File: config.mk
export PLATFORM = sky130hd
export DESIGN_NAME = mic_io_top
export DESIGN_NICKNAME = d
export VERILOG_FILES = /design/src/pkg/mic_pkg.sv /design/src/design/mic_seg_enc.sv /design/src/design/mic_io_top.sv
export SDC_FILE = /design/constraint.sdc
export NUM_CORES = 1
export LEC_CHECK = 0
export ABC_CLOCK_PERIOD_IN_PS = 12240
export BUFFER_PORTS_ARGS = -buffer_cell sky130_fd_sc_hd__clkbuf_2
export CORE_MARGIN = 3
export CORE_UTILIZATION = 58
export CTS_CLUSTER_SIZE = 28
export DETAILED_ROUTE_END_ITERATION = 12
export PLACE_DENSITY = 0.85
export RECOVER_POWER = 100
export SYNTH_ARGS = -nofsm -noshare
export SYNTH_HDL_FRONTEND = slang
export SYNTH_SLANG_ARGS = --single-unit
File: constraint.sdc
create_clock -name CLK -period 12.24 [get_ports CLK]
set_input_delay 0.612 -clock CLK [delete_from_list [all_inputs] [get_ports CLK]]
set_output_delay 0.612 -clock CLK [all_outputs]
set_load 0.05 [all_outputs]
File: src/pkg/mic_pkg.sv
package mic_pkg;

  // apb register map, byte addresses
  localparam logic [7:0] MIC_ADDR_CTRL = 8'h00;
  localparam logic [7:0] MIC_ADDR_OUT = 8'h04;
  localparam logic [7:0] MIC_ADDR_IN = 8'h08;
  localparam logic [7:0] MIC_ADDR_BAUD = 8'h0c;
  localparam logic [7:0] MIC_ADDR_START = 8'h10;
  localparam logic [7:0] MIC_ADDR_DISP = 8'h14;

  // control register fields
  localparam int MIC_CTRL_MODE_LSB = 0;
  localparam int MIC_CTRL_MODE_W = 4;
  localparam int MIC_CTRL_PWR_BIT = 4;
  localparam int MIC_CTRL_MOTOR_BIT = 5;
  localparam int MIC_CTRL_WAIT_EN_BIT = 8;
  localparam int MIC_CTRL_WAIT_LSB = 12;
  localparam int MIC_CTRL_WAIT_W = 4;
  localparam logic [31:0] MIC_CTRL_RESET = 32'h0000_0000;

  // mode threshold for coded program numbers
  localparam logic [3:0] MIC_MODE_CODED = 4'ha;

  // input numbering (0-based index of input n is n-1)
  localparam int MIC_NUM_IN = 12;
  localparam int MIC_NUM_OUT = 8;
  localparam int MIC_START_IDX = 7;
  localparam int MIC_CODE_LSB = 8;

  // baud rates
  localparam logic [17:0] MIC_BAUD_2400 = 18'd2400;
  localparam logic [17:0] MIC_BAUD_4800 = 18'd4800;
  localparam logic [17:0] MIC_BAUD_9600 = 18'd9600;
  localparam logic [17:0] MIC_BAUD_19200 = 18'd19200;
  localparam logic [17:0] MIC_BAUD_38400 = 18'd38400;
  localparam logic [17:0] MIC_BAUD_FREE = 18'd0;
  // serial character format
  localparam logic [3:0] MIC_DATA_BITS = 4'h8;
  localparam logic [1:0] MIC_STOP_BITS = 2'h1;
  localparam logic MIC_PARITY_EN = 1'b0;

  // timing
  localparam int MIC_CLK_HZ = 50000000;
  localparam int MIC_FLASH_MS = 250;
  localparam int MIC_FLASH_CYC = MIC_CLK_HZ / 1000 * MIC_FLASH_MS;

  // display codes: digit = 0..9, blank = 4'hf
  localparam logic [3:0] MIC_DIG_BLANK = 4'hf;
  localparam logic [3:0] MIC_DIG_ZERO = 4'h0;
  localparam logic [3:0] MIC_DIG_ONE = 4'h1;

endpackage

File: src/design/mic_seg_enc.sv
`timescale 1ns/10ps
// bcd digit to 7-segment pattern, segments gfedcba, active high
module mic_seg_enc
  import mic_pkg::*;
(
  input wire logic [3:0] digit,
  output logic [6:0] seg
);

  // blank for anything outside 0..9
  always_comb
  begin
    unique case (digit)
      4'h0: seg = 7'h3f;
      4'h1: seg = 7'h06;
      4'h2: seg = 7'h5b;
      4'h3: seg = 7'h4f;
      4'h4: seg = 7'h66;
      4'h5: seg = 7'h6d;
      4'h6: seg = 7'h7d;
      4'h7: seg = 7'h07;
      4'h8: seg = 7'h7f;
      4'h9: seg = 7'h6f;
      default: seg = 7'h00;
    endcase
  end

endmodule // mic_seg_enc

File: src/design/mic_io_top.sv
`timescale 1ns/10ps
// Notes on behaviour
// each of the 8 outputs is active low: asserted pulls the line low, else released.
// mode below 10 treats inputs 9-12 as plain inputs, mode 10 or more as a program number.
// the program number takes input 9 as bit 0 up to input 12 as bit 3.
// in coded modes a rising input 8 starts the program numbered 1-15 on inputs 9-12.
// both serial links use 8 data bits, no parity and one stop bit.
// the configuration switch is caught once after reset and held until the next one.
// switch bits 7/8 pick rs232 rate: off/off 9600, off/on 4800, on/off 2400, on/on 19200.
// switch bits 5/6 pick rs485 rate: off/off 19200, on/off 9600, off/on 38400, on/on free.
// display shows a steady 0 while the power stage is off.
// display shows a steady 1 while the power stage is on and the motor active.
// while waiting for input 1-12 the display flashes that two-digit number.
// a start request with program number zero is ignored.
module mic_io_top
  import mic_pkg::*;
(
  input wire logic CLK,
  input wire logic RESET,
  input wire logic PSEL,
  input wire logic PENABLE,
  input wire logic PWRITE,
  input wire logic [7:0] PADDR,
  input wire logic [31:0] PWDATA,
  output logic [31:0] PRDATA,
  output logic PREADY,
  output logic PSLVERR,
  input wire logic [11:0] PLC_IN,
  input wire logic [7:0] CONFIG_DIP_SWITCH,
  output logic [7:0] PLC_OUT_N,
  output logic [7:0] PLC_OUT_OE,
  output logic [6:0] SEG_TENS,
  output logic [6:0] SEG_ONES,
  output logic START_PULSE,
  output logic [3:0] START_PROG,
  output logic [17:0] RS232_BAUD,
  output logic [17:0] RS485_BAUD,
  output logic [3:0] SERIAL_DATA_BITS,
  output logic SERIAL_PARITY_EN,
  output logic [1:0] SERIAL_STOP_BITS
);

  // two-flop synchronisers for pins
  logic [11:0] in_ff1_q, in_s2_q;
  logic [7:0] sw_ff1_q, sw_s2_q;
  always_ff @(posedge CLK or posedge RESET)
  begin
    if (RESET)
    begin
      in_ff1_q <= 12'h000;
      in_s2_q <= 12'h000;
      sw_ff1_q <= 8'h00;
      sw_s2_q <= 8'h00;
    end
    else
    begin
      in_ff1_q <= PLC_IN;
      in_s2_q <= in_ff1_q;
      sw_ff1_q <= CONFIG_DIP_SWITCH;
      sw_s2_q <= sw_ff1_q;
    end
  end

  // switch bit n (1-based) is sw[n-1], 1 = on
  function automatic logic [17:0] rs232_rate(input logic [7:0] sw);
    unique case ({sw[6], sw[7]})
      2'b00: rs232_rate = MIC_BAUD_9600;
      2'b01: rs232_rate = MIC_BAUD_4800;
      2'b10: rs232_rate = MIC_BAUD_2400;
      2'b11: rs232_rate = MIC_BAUD_19200;
    endcase
  endfunction

  function automatic logic [17:0] rs485_rate(input logic [7:0] sw);
    unique case ({sw[4], sw[5]})
      2'b00: rs485_rate = MIC_BAUD_19200;
      2'b10: rs485_rate = MIC_BAUD_9600;
      2'b01: rs485_rate = MIC_BAUD_38400;
      2'b11: rs485_rate = MIC_BAUD_FREE;
    endcase
  endfunction

  // switch capture: waits for the synchroniser to fill, then freezes
  logic [1:0] cap_cnt_q, cap_cnt_d;
  logic cap_done_q, cap_done_d;
  logic [7:0] sw_lat_q, sw_lat_d;
  always_comb
  begin
    cap_cnt_d = cap_cnt_q;
    cap_done_d = cap_done_q;
    sw_lat_d = sw_lat_q;
    if (!cap_done_q)
    begin
      // two edges of fill so the latch never sees reset zeros
      if (cap_cnt_q == 2'h2)
      begin
        sw_lat_d = sw_s2_q;
        cap_done_d = 1'b1;
      end
      else
        cap_cnt_d = cap_cnt_q + 2'h1;
    end
  end

  always_ff @(posedge CLK or posedge RESET)
  begin
    if (RESET)
    begin
      cap_cnt_q <= 2'h0;
      cap_done_q <= 1'b0;
      sw_lat_q <= 8'h00;
    end
    else
    begin
      cap_cnt_q <= cap_cnt_d;
      cap_done_q <= cap_done_d;
      sw_lat_q <= sw_lat_d;
    end
  end

  // rates registered from the frozen switch value
  logic [17:0] r232_q, r485_q;
  always_ff @(posedge CLK or posedge RESET)
  begin
    if (RESET)
    begin
      r232_q <= MIC_BAUD_9600;
      r485_q <= MIC_BAUD_19200;
    end
    else
    begin
      r232_q <= rs232_rate(sw_lat_q);
      r485_q <= rs485_rate(sw_lat_q);
    end
  end
  assign RS232_BAUD = r232_q;
  assign RS485_BAUD = r485_q;

  // fixed character format for both links
  assign SERIAL_DATA_BITS = MIC_DATA_BITS;
  assign SERIAL_PARITY_EN = MIC_PARITY_EN;
  assign SERIAL_STOP_BITS = MIC_STOP_BITS;

  // apb registers
  logic [31:0] ctrl_q, ctrl_d;
  logic [7:0] out_q, out_d;
  logic [31:0] rdata_q, rdata_d;
  logic err_q, err_d;
  logic [3:0] last_prog_q, last_prog_d;
  logic [3:0] start_cnt_q, start_cnt_d;
  logic acc;
  logic [3:0] mode;
  logic coded;
  logic [3:0] prog_num;
  logic [11:0] plain_in;
  logic st_prev_q, st_prev_d;
  logic st_fire;

  assign acc = PSEL && PENABLE;
  assign mode = ctrl_q[MIC_CTRL_MODE_LSB +: MIC_CTRL_MODE_W];
  assign coded = (mode >= MIC_MODE_CODED);
  assign prog_num = in_s2_q[MIC_CODE_LSB +: 4];

  // coded inputs read as zero in the plain view while coded
  always_comb
  begin
    plain_in = in_s2_q;
    if (coded)
      plain_in[MIC_CODE_LSB +: 4] = 4'h0;
  end

  // start on rising input 8, coded mode, nonzero number only
  assign st_fire = coded && in_s2_q[MIC_START_IDX] && !st_prev_q
                   && (prog_num != 4'h0); // see R4

  always_comb
  begin
    ctrl_d = ctrl_q;
    out_d = out_q;
    rdata_d = rdata_q;
    err_d = 1'b0;
    last_prog_d = last_prog_q;
    start_cnt_d = start_cnt_q;
    st_prev_d = in_s2_q[MIC_START_IDX];
    if (st_fire)
    begin
      last_prog_d = prog_num;
      start_cnt_d = start_cnt_q + 4'h1;
    end
    // zero-wait slave: answer lands on the access cycle
    if (PSEL && !PENABLE)
    begin
      rdata_d = 32'h0000_0000;
      unique case (PADDR)
        MIC_ADDR_CTRL: rdata_d = ctrl_q;
        MIC_ADDR_OUT: rdata_d = {24'h000000, out_q};
        MIC_ADDR_IN: rdata_d = {20'h00000, plain_in};
        MIC_ADDR_BAUD: rdata_d = {14'h0000, sw_lat_q[7:4], r232_q[17:4]};
        MIC_ADDR_START: rdata_d = {24'h000000, start_cnt_q, last_prog_q};
        MIC_ADDR_DISP: rdata_d = {18'h00000, SEG_TENS, SEG_ONES};
        default: err_d = 1'b1;
      endcase
    end
    if (acc && PWRITE)
    begin
      unique case (PADDR)
        MIC_ADDR_CTRL: ctrl_d = PWDATA;
        MIC_ADDR_OUT: out_d = PWDATA[7:0];
        default: ;
      endcase
    end
  end

  always_ff @(posedge CLK or posedge RESET)
  begin
    if (RESET)
    begin
      ctrl_q <= MIC_CTRL_RESET;
      out_q <= 8'h00;
      rdata_q <= 32'h0000_0000;
      err_q <= 1'b0;
      last_prog_q <= 4'h0;
      start_cnt_q <= 4'h0;
      st_prev_q <= 1'b0;
    end
    else
    begin
      ctrl_q <= ctrl_d;
      out_q <= out_d;
      rdata_q <= rdata_d;
      err_q <= err_d;
      last_prog_q <= last_prog_d;
      start_cnt_q <= start_cnt_d;
      st_prev_q <= st_prev_d;
    end
  end

  assign PREADY = 1'b1;
  assign PRDATA = rdata_q;
  assign PSLVERR = acc && err_q;

  // start pulse and number, registered
  logic st_pulse_q;
  always_ff @(posedge CLK or posedge RESET)
  begin
    if (RESET)
      st_pulse_q <= 1'b0;
    else
      st_pulse_q <= st_fire;
  end
  assign START_PULSE = st_pulse_q;
  assign START_PROG = last_prog_q;

  // open collector: asserted bit drives low, else released
  assign PLC_OUT_N = 8'h00;
  assign PLC_OUT_OE = out_q;

  // flash timer for the waiting display
  logic [31:0] fl_cnt_q, fl_cnt_d;
  logic fl_on_q, fl_on_d;
  always_comb
  begin
    fl_cnt_d = fl_cnt_q + 32'h1;
    fl_on_d = fl_on_q;
    if (fl_cnt_q == 32'(MIC_FLASH_CYC - 1))
    begin
      fl_cnt_d = 32'h0;
      fl_on_d = !fl_on_q;
    end
  end
  always_ff @(posedge CLK or posedge RESET)
  begin
    if (RESET)
    begin
      fl_cnt_q <= 32'h0;
      fl_on_q <= 1'b1;
    end
    else
    begin
      fl_cnt_q <= fl_cnt_d;
      fl_on_q <= fl_on_d;
    end
  end

  // display selection, waiting takes priority over power state
  logic [3:0] dig_t_d, dig_o_d, dig_t_q, dig_o_q;
  logic [3:0] wait_in;
  logic wait_ok;
  assign wait_in = ctrl_q[MIC_CTRL_WAIT_LSB +: MIC_CTRL_WAIT_W];
  assign wait_ok = ctrl_q[MIC_CTRL_WAIT_EN_BIT] && (wait_in >= 4'h1) && (wait_in <= 4'hc);
  always_comb
  begin
    dig_t_d = MIC_DIG_BLANK;
    dig_o_d = MIC_DIG_ZERO;
    if (wait_ok)
    begin
      // two digits 01..12, blanked on the off phase
      if (fl_on_q)
      begin
        dig_t_d = (wait_in >= 4'ha) ? MIC_DIG_ONE : MIC_DIG_ZERO;
        dig_o_d = (wait_in >= 4'ha) ? wait_in - 4'ha : wait_in;
      end
      else
        dig_o_d = MIC_DIG_BLANK;
    end
    else if (ctrl_q[MIC_CTRL_PWR_BIT] && ctrl_q[MIC_CTRL_MOTOR_BIT])
      dig_o_d = MIC_DIG_ONE;
  end
  always_ff @(posedge CLK or posedge RESET)
  begin
    if (RESET)
    begin
      dig_t_q <= MIC_DIG_BLANK;
      dig_o_q <= MIC_DIG_ZERO;
    end
    else
    begin
      dig_t_q <= dig_t_d;
      dig_o_q <= dig_o_d;
    end
  end

  mic_seg_enc u_tens (
    .digit(dig_t_q),
    .seg(SEG_TENS)
  );
  mic_seg_enc u_ones (
    .digit(dig_o_q),
    .seg(SEG_ONES)
  );

endmodule // mic_io_top

==> results of run 1 <==
==> cell usage in the layout (no fill, tap or decap), drive strengths merged, types with 3 or more instances in the layout <==
master	count
o21ai	32
a21oi	17
nand2	51
ha	19
mux2i	8
xnor2	24
inv	25
nand2b	4
a22oi	10
mux2	45
nor3	11
and4	3
nor4	7
xor2	10
or2	7
nor2b	4
and3	9
clkbuf	158
and2	3
nand3	18
a31oi	5
o22ai	3
nor2	44
clkinv	6
a22o	16
a21boi	4
nand4	13
dfrtp	167
dfstp	9
conb	34
==> power groups by stage <==
| stage | Clock, mW | Sequential, mW | Combinational [mW] |
|---|---|---|---|
| 2_1_floorplan | 0 | 0.632 | 0.0669 |
| 3_3_place_gp | 0 | 0.614 | 0.104 |
| 3_5_place_dp | 0 | 0.615 | 0.105 |
| 4_1_cts | 0.523 | 0.605 | 0.106 |
| 5_1_grt | 0.552 | 0.606 | 0.111 |
| 6_report | 0.518 | 0.605 | 0.103 |
==> kinds of logic (layout without fill, tap and decap cells) <==
group           count (synthesis)  count (layout)  synth area share [%]
simple gates                  183             183                 12.37
flops                         176             176                 57.05
compound gates                104             104                 9.037
buf+inv                        85             194                 6.660
mux                            54              54                 7.873
xor+xnor                       34              34                 3.847
fa+ha+maj                      19              19                 3.071
other cells                     2              34               0.09703
==> critical path: stages <==
cell and delay (ns):
clkbuf_2 0.08, clkinvlp_2 2.01, buf_4 1.12
==> final timing paths <==
kind | from | end | slack [ns]
min in group asynchronous | RESET | sw_ff1_q[4] | 1.23
min reg2reg | sw_ff1_q[7] | sw_s2_q[7] | 0.35
min | CONFIG_DIP_SWITCH[4] | sw_ff1_q[4] | 0.29
max reg2reg | ctrl_q[2] | start_cnt_q[3] | 9.16
max in group CLK | PADDR[2] | ctrl_q[31] | 8.80
max | RESET | PRDATA[29] | 8.72
==> per-stage QoR <==
step	instances	util, %	hold WS, ns	cell area [um2]
after floorplan	689	-	0.3312	7860
final	970	68.28	0.2907	8757
after global placement	938	65.16	0.3315	8357
after global routing	970	68.28	0.2714	8757
after detailed placement	938	65.16	0.3355	8357
after CTS	970	69.62	0.2837	8929
==> area by class of cell <==
| cell class | instances | share of cell area [%] |
|---|---|---|
| Sequential cell | 176 | 50.42 |
| Inverter | 21 | 0.9144 |
| Tap cell | 172 | 2.457 |
| Clock buffer | 19 | 5.058 |
| Clock inverter | 13 | 1.472 |
| Multi-Input combinational cell | 428 | 32.72 |
| Timing Repair Buffer | 141 | 6.958 |
==> flip-flops by register name (all words and copies together), names as in the netlist <==
register / count
PRDATA: 32
ctrl_q: 32
fl_cnt_q: 32
in_ff1_q: 12
in_s2_q: 12
RS232_BAUD: 9
PLC_OUT_OE: 8
RS485_BAUD: 6
START_PROG: 4
dig_o_q: 4
start_cnt_q: 4
sw_ff1_q: 4
sw_lat_q: 4
sw_s2_q: 4
cap_cnt_q: 2
dig_t_q: 2
START_PULSE: 1
cap_done_q: 1
err_q: 1
fl_on_q: 1
st_prev_q: 1
==> layer usage <==
metal | GRT usage [%] | share of wire [%] | vias up
met5 | 0 | 0 | -
met4 | 8.613 | 1.9 | 0
met3 | 8.578 | 8.9 | 32
met2 | 38.86 | 49 | 265
met1 | 30.60 | 40 | 2676
li1 | - | - | 2471
==> out/metrics.cfg, run 1 <==
[final_layout]
nets=869
nFillCells=963
n_antenna_cell=0
final_layout_size_suffix_gt1_share_pct=19.55
multi_input_area_mm2=0.002865
seq_area_mm2=0.004415
area_growth_pct=13.14

[timing]
relSlewSlack_pct=-142.7
max_freq_ghz=0.2839
rsz0062_at_grt=no
slew_viol_final=127
period_needed_ns=3.522
fin_crit_sh_pct=28.77
clock_skew_ns=0.006806
setup-violations-final=0
hold_viol=0
finalWorstSetupSlack_ns=8.718
tightest_slew_ns=3.620
tns_ns=0

[synth]
seq_area_frac_synth_pct=57.05
synth_edf_count=0
synth-seq-cells=176
ys.flop_type=dfrtp_1
syn_area_per_cell_um2=11.78
synthTopCellsByArea=dfrtp_1, mux2_2, buf_4
yosys.cell_count.top_type=dfrtp_1
synth.distinct_cells=61
syn_inst=657
async_flop_share_pct=100.0
yosys-top-cells-count=dfrtp_1, nand2_1, mux2_2
ys_warn_count=0
netlist_area_mm2=0.007740
yosys.area.top_type=dfrtp_1
yosysTopAreaCellShare_pct=53.99

[setup_path]
cp_data_arrival_time_ns=3.90
end_kind=asynchronous set/reset pin
path_max_fanout=92
worstPathRequired_ns=12.62
ff2ff_path_depth=4
crit_type=in -> async
cp-start-kind=input pin

[pwr]
pwr-share-clk_pct=42.3
swShare_pct=26.05
power.ir.vdd_worst_mv=0.1113
pwr-share-comb_pct=8.4
p_int_mw=0.9061
power_frac_seq_pct=49.3
power.density_mw_per_mm2=139.9
leakage_nw=4.128
p_sw_mw=0.3192
p_total_mw=1.225

[route]
detail_route.vias_per_cell=5.612
totalWireLength_um=17180
drtPass1Iterations=6
num_vias=5444
drtIter0Drc=506
ant_nets=0
drc=0
avgRoutedWirePerCell_um=17.71

[placement]
dp_hpwl_um=12300
gp_congestion=0.9359
numPortBuffers=138
pre_cts_ws_ns=9.472

[floorplanning]
ios=177
num_rows=41
fp.dieH_um=121.5
die-width_um=121.5
core_area_mm2=0.01282
start_util_pct=60.35
dieArea_mm2=0.01477

[global_route]
overflow=0
grt_antenna_before_repair=0
grt_max_degree=93
grt_pass1_wl_um=27500
grt_pass1_vias=5489
grt.total_usage_pct=24.18

[clocking]
clock_sinks=176
cts_setup_buffers=0
cts_resized=0
clkTransAtPathRegs_ns=0.06
cts_tree=done
clk-insertion-delay-late_ns=0.42
cts_max_path_buffers=2
cts_made_buffers=17
hold_buffers=0
h-tree-depth=4
cts-root-buf=clkbuf_16

[worst_hold_path]
hp-class=in -> reg
min_path_cells=1

[job]
max_cap_violations=3

[outcome]
violations=max-capacitance violations, max-slew violations
outcome=finished, violations left

No activity file was read; power rests on OpenSTA's default activity.
==> run 2: changes to the inputs <==
ABC_AREA = 1   (was default)
ABC_CLOCK_PERIOD_IN_PS = 3640   (was 12240)
CORE_UTILIZATION = 55   (was 58)
PLACE_DENSITY = 0.8   (was 0.85)
clock period = 3.64 ns   (was 12.24 ns; I/O delays follow)
==> run 2 against run 1 <==
First-iteration DRC count rose by 10%. Die area rose by 13%. Synthesized cell count rose by 46%. Count of clock-buffer cells in the layout fell by 1. Critical path depth rose by 3. Critical path type is now in -> reg. Largest cell class unchanged. The run still ends with max-capacitance violations, max-slew violations left. Utilization fell by 1.3 points.
==> out/metrics.cfg, run 2 <==
[outcome]
outcome=finished, violations left  ; unchanged
violations=max-capacitance violations, max-slew violations  ; unchanged

[synth]
yosys-top-cells-count=nand2_1, dfrtp_1, inv_1  ; was dfrtp_1, nand2_1, mux2_2
synth.distinct_cells=34  ; was 61
syn_inst=960  ; was 657
ys.flop_type=dfrtp_1  ; unchanged
netlist_area_mm2=0.008312  ; was 0.007740 mm2
synth_edf_count=0  ; unchanged
syn_area_per_cell_um2=8.658  ; was 11.78 um2
yosysTopAreaCellShare_pct=50.28  ; was 53.99%
yosys.area.top_type=dfrtp_1  ; unchanged
yosys.cell_count.top_type=nand2_1  ; was dfrtp_1
ys_warn_count=0  ; unchanged
seq_area_frac_synth_pct=53.12  ; was 57.05%
async_flop_share_pct=100.0  ; unchanged
synth-seq-cells=176  ; unchanged
synthTopCellsByArea=dfrtp_1, nand2_1, inv_1  ; was dfrtp_1, mux2_2, buf_4

[final_layout]
n_antenna_cell=0  ; unchanged
final_common_cell=nand2_1  ; was dfrtp_1
nFillCells=1232  ; was 963
final_cell_mix=nand2_1, dfrtp_1, inv_1, nor2_1, clkbuf_1  ; was dfrtp_1, clkbuf_1, clkbuf_2, nand2_1, nor2_1
nets=1219  ; was 869
area_growth_pct=17.93  ; was 13.14%
final_layout_size_suffix_gt1_share_pct=9.669  ; was 19.55%
fin_cells=1332  ; was 970

[timing]
relSlewSlack_pct=-9.169  ; was -142.7%
rsz0062_at_grt=no  ; unchanged
period_needed_ns=2.641
tns_ns=0  ; unchanged
max_freq_ghz=0.3786
fin_crit_sh_pct=72.57
slew_viol_final=46  ; was 127
setup-violations-final=0  ; unchanged
hold_viol=0  ; unchanged
clock_skew_ns=0.007082  ; was 0.006806 ns
tightest_slew_ns=1.634  ; was 3.620 ns

[setup_path]
end_kind=flop  ; was asynchronous set/reset pin
crit_top_cell=nand2_1
crit_path_max_incr_delay_ns=1.05  ; was 2.01 ns
worstPathRequired_ns=3.95  ; was 12.62 ns
cp-start-kind=input pin  ; unchanged
cp_data_arrival_time_ns=2.95  ; was 3.90 ns
crit_slowest_cell=nand2_1  ; was clkinvlp_2
path_cells=clkbuf_1, nor2_1, nand2_1, nor2_8, nand2_1, mux2_1  ; was clkbuf_2, clkinvlp_2, buf_4
crit_type=in -> reg  ; was in -> async
path_max_fanout=45  ; was 92

[global_route]
grt.total_usage_pct=24.19  ; was 24.18%
overflow=0  ; unchanged
grt_pass1_vias=6288  ; was 5,489
grt_pass1_wl_um=31350  ; was 27,500 um
use_met1_pct=31.93  ; was 30.60%
grt_antenna_before_repair=0  ; unchanged
grt_max_degree=124  ; was 93
top_usage_layer=met2  ; unchanged
grtUsageMet3_pct=5.272  ; was 8.578%
met2_usage_pct=39.15  ; was 38.86%

[placement]
place_inst=1260  ; was 938
dp_hpwl_um=13920  ; was 12,300 um
numPortBuffers=138  ; unchanged
gp_congestion=0.9523  ; was 0.9359

[pwr]
leakage_nw=5.151  ; was 4.128 nW
power.ir.vdd_worst_mv=0.3515  ; was 0.1113 mV
power.density_mw_per_mm2=422.0  ; was 139.9 mW/mm2

[clocking]
cts_tree=done  ; unchanged
cts_made_buffers=17  ; unchanged
cts-root-buf=clkbuf_16  ; unchanged
cts_resized=0  ; unchanged
cts_max_path_buffers=2  ; unchanged
clkTransAtPathRegs_ns=0.07  ; was 0.06 ns
clock_sinks=176  ; unchanged
h-tree-depth=4  ; unchanged
clk-insertion-delay-late_ns=0.43  ; was 0.42 ns

[job]
max_cap_violations=1  ; was 3

[route]
drc=0  ; unchanged
ant_nets=0  ; unchanged
drtPass1Iterations=5  ; was 6
num_vias=6693  ; was 5,444
avgRoutedWirePerCell_um=14.91  ; was 17.71 um
detail_route.vias_per_cell=5.025  ; was 5.612
drtIter0Drc=559  ; was 506
totalWireLength_um=19850  ; was 17,180 um

[floorplanning]
die-width_um=128.9  ; was 121.5 um
dieArea_mm2=0.01662  ; was 0.01477 mm2
ios=177  ; unchanged
num_rows=44  ; was 41
start_util_pct=56.76  ; was 60.35%
core_area_mm2=0.01464  ; was 0.01282 mm2
fp.dieH_um=128.9  ; was 121.5 um

[worst_hold_path]
hp-class=in -> reg  ; unchanged

==> run 2: stage by stage <==
stage / cell area (um2) / hold slack (ns) / power (mW) / setup WS (ns) / util [%]
floorplan: 8436 / 0.2134 / 2.300 / 1.213 / -
global placement: 9001 / 0.2913 / 2.354 / 1.552 / 61.47
detailed placement: 9001 / 0.2916 / 2.358 / 1.507 / 61.47
CTS: 9986 / 0.001262 / 4.176 / 1.464 / 68.19
global route: 9802 / 0.007795 / 4.279 / 0.7384 / 66.93
finish: 9802 / 0.02017 / 4.136 / 0.9986 / 66.93
==> run 2: cell type report <==
cell class / count / area (um2) / share of cell area [%]
Tap cell: 184 / 230.2 / 2.349
Inverter: 120 / 451.7 / 4.608
Sequential cell: 176 / 4415 / 45.05
Clock buffer: 18 / 429.2 / 4.378
Timing Repair Buffer: 182 / 1022 / 10.43
Clock inverter: 14 / 155.1 / 1.583
Multi-Input combinational cell: 638 / 3098 / 31.61
==> run 2: critical path, delay by kind of cell <==
kind                   cells  cell delay [ns]
buffers and inverters      1             0.08
and+or+nand+nor            4             1.96
muxes                      1             0.71
==> run 2: path summary, 6_finish.rpt <==
kind / start / end / slack, ns / cells past startpoint
max: PADDR[1] / ctrl_q[19] / 1.0 / 6
min: PWDATA[14] / ctrl_q[14] / 0.02 / 3
max reg2reg: fl_cnt_q[0] / fl_cnt_q[20] / 1.52 / 7
min reg2reg: sw_ff1_q[5] / sw_s2_q[5] / 0.35 / 0
max in group asynchronous: RESET / ctrl_q[5] / 2.63 / 4
min in group asynchronous: RESET / PRDATA[15] / 0.44 / 4
==> run 2: routing by layer <==
layer / vias to the layer above / wire [um]
met2: 245 / 9481
li1: 3265 / -
met5: - / 0
met4: 0 / 638
met3: 46 / 1102
met1: 3137 / 8632
==> run 2: cells by family after synthesis <==
logic type,count (synthesis),share of synthesized area (%)
adders and majority gates,19,2.860
other,2,0.09035
buffers and inverters,178,10.24
muxes,19,3.206
AOI/OAI and AO/OA,52,3.282
DFF,176,53.12
and+or+nand+nor,491,24.78
xor gates and xnor gates,23,2.424
==> run 2: timing repair <==
item / 4_1_cts / 5_1_grt
buffers inserted: 0 / 0
endpoints found under the hold margin: 206 / 0
hold buffers: 40 / 0
==> run 2: power breakdown <==
part	switching, mW	internal (mW)
Clock	0.824	0.966
Combinational	0.249	0.0776
Sequential	0.0204	2.00
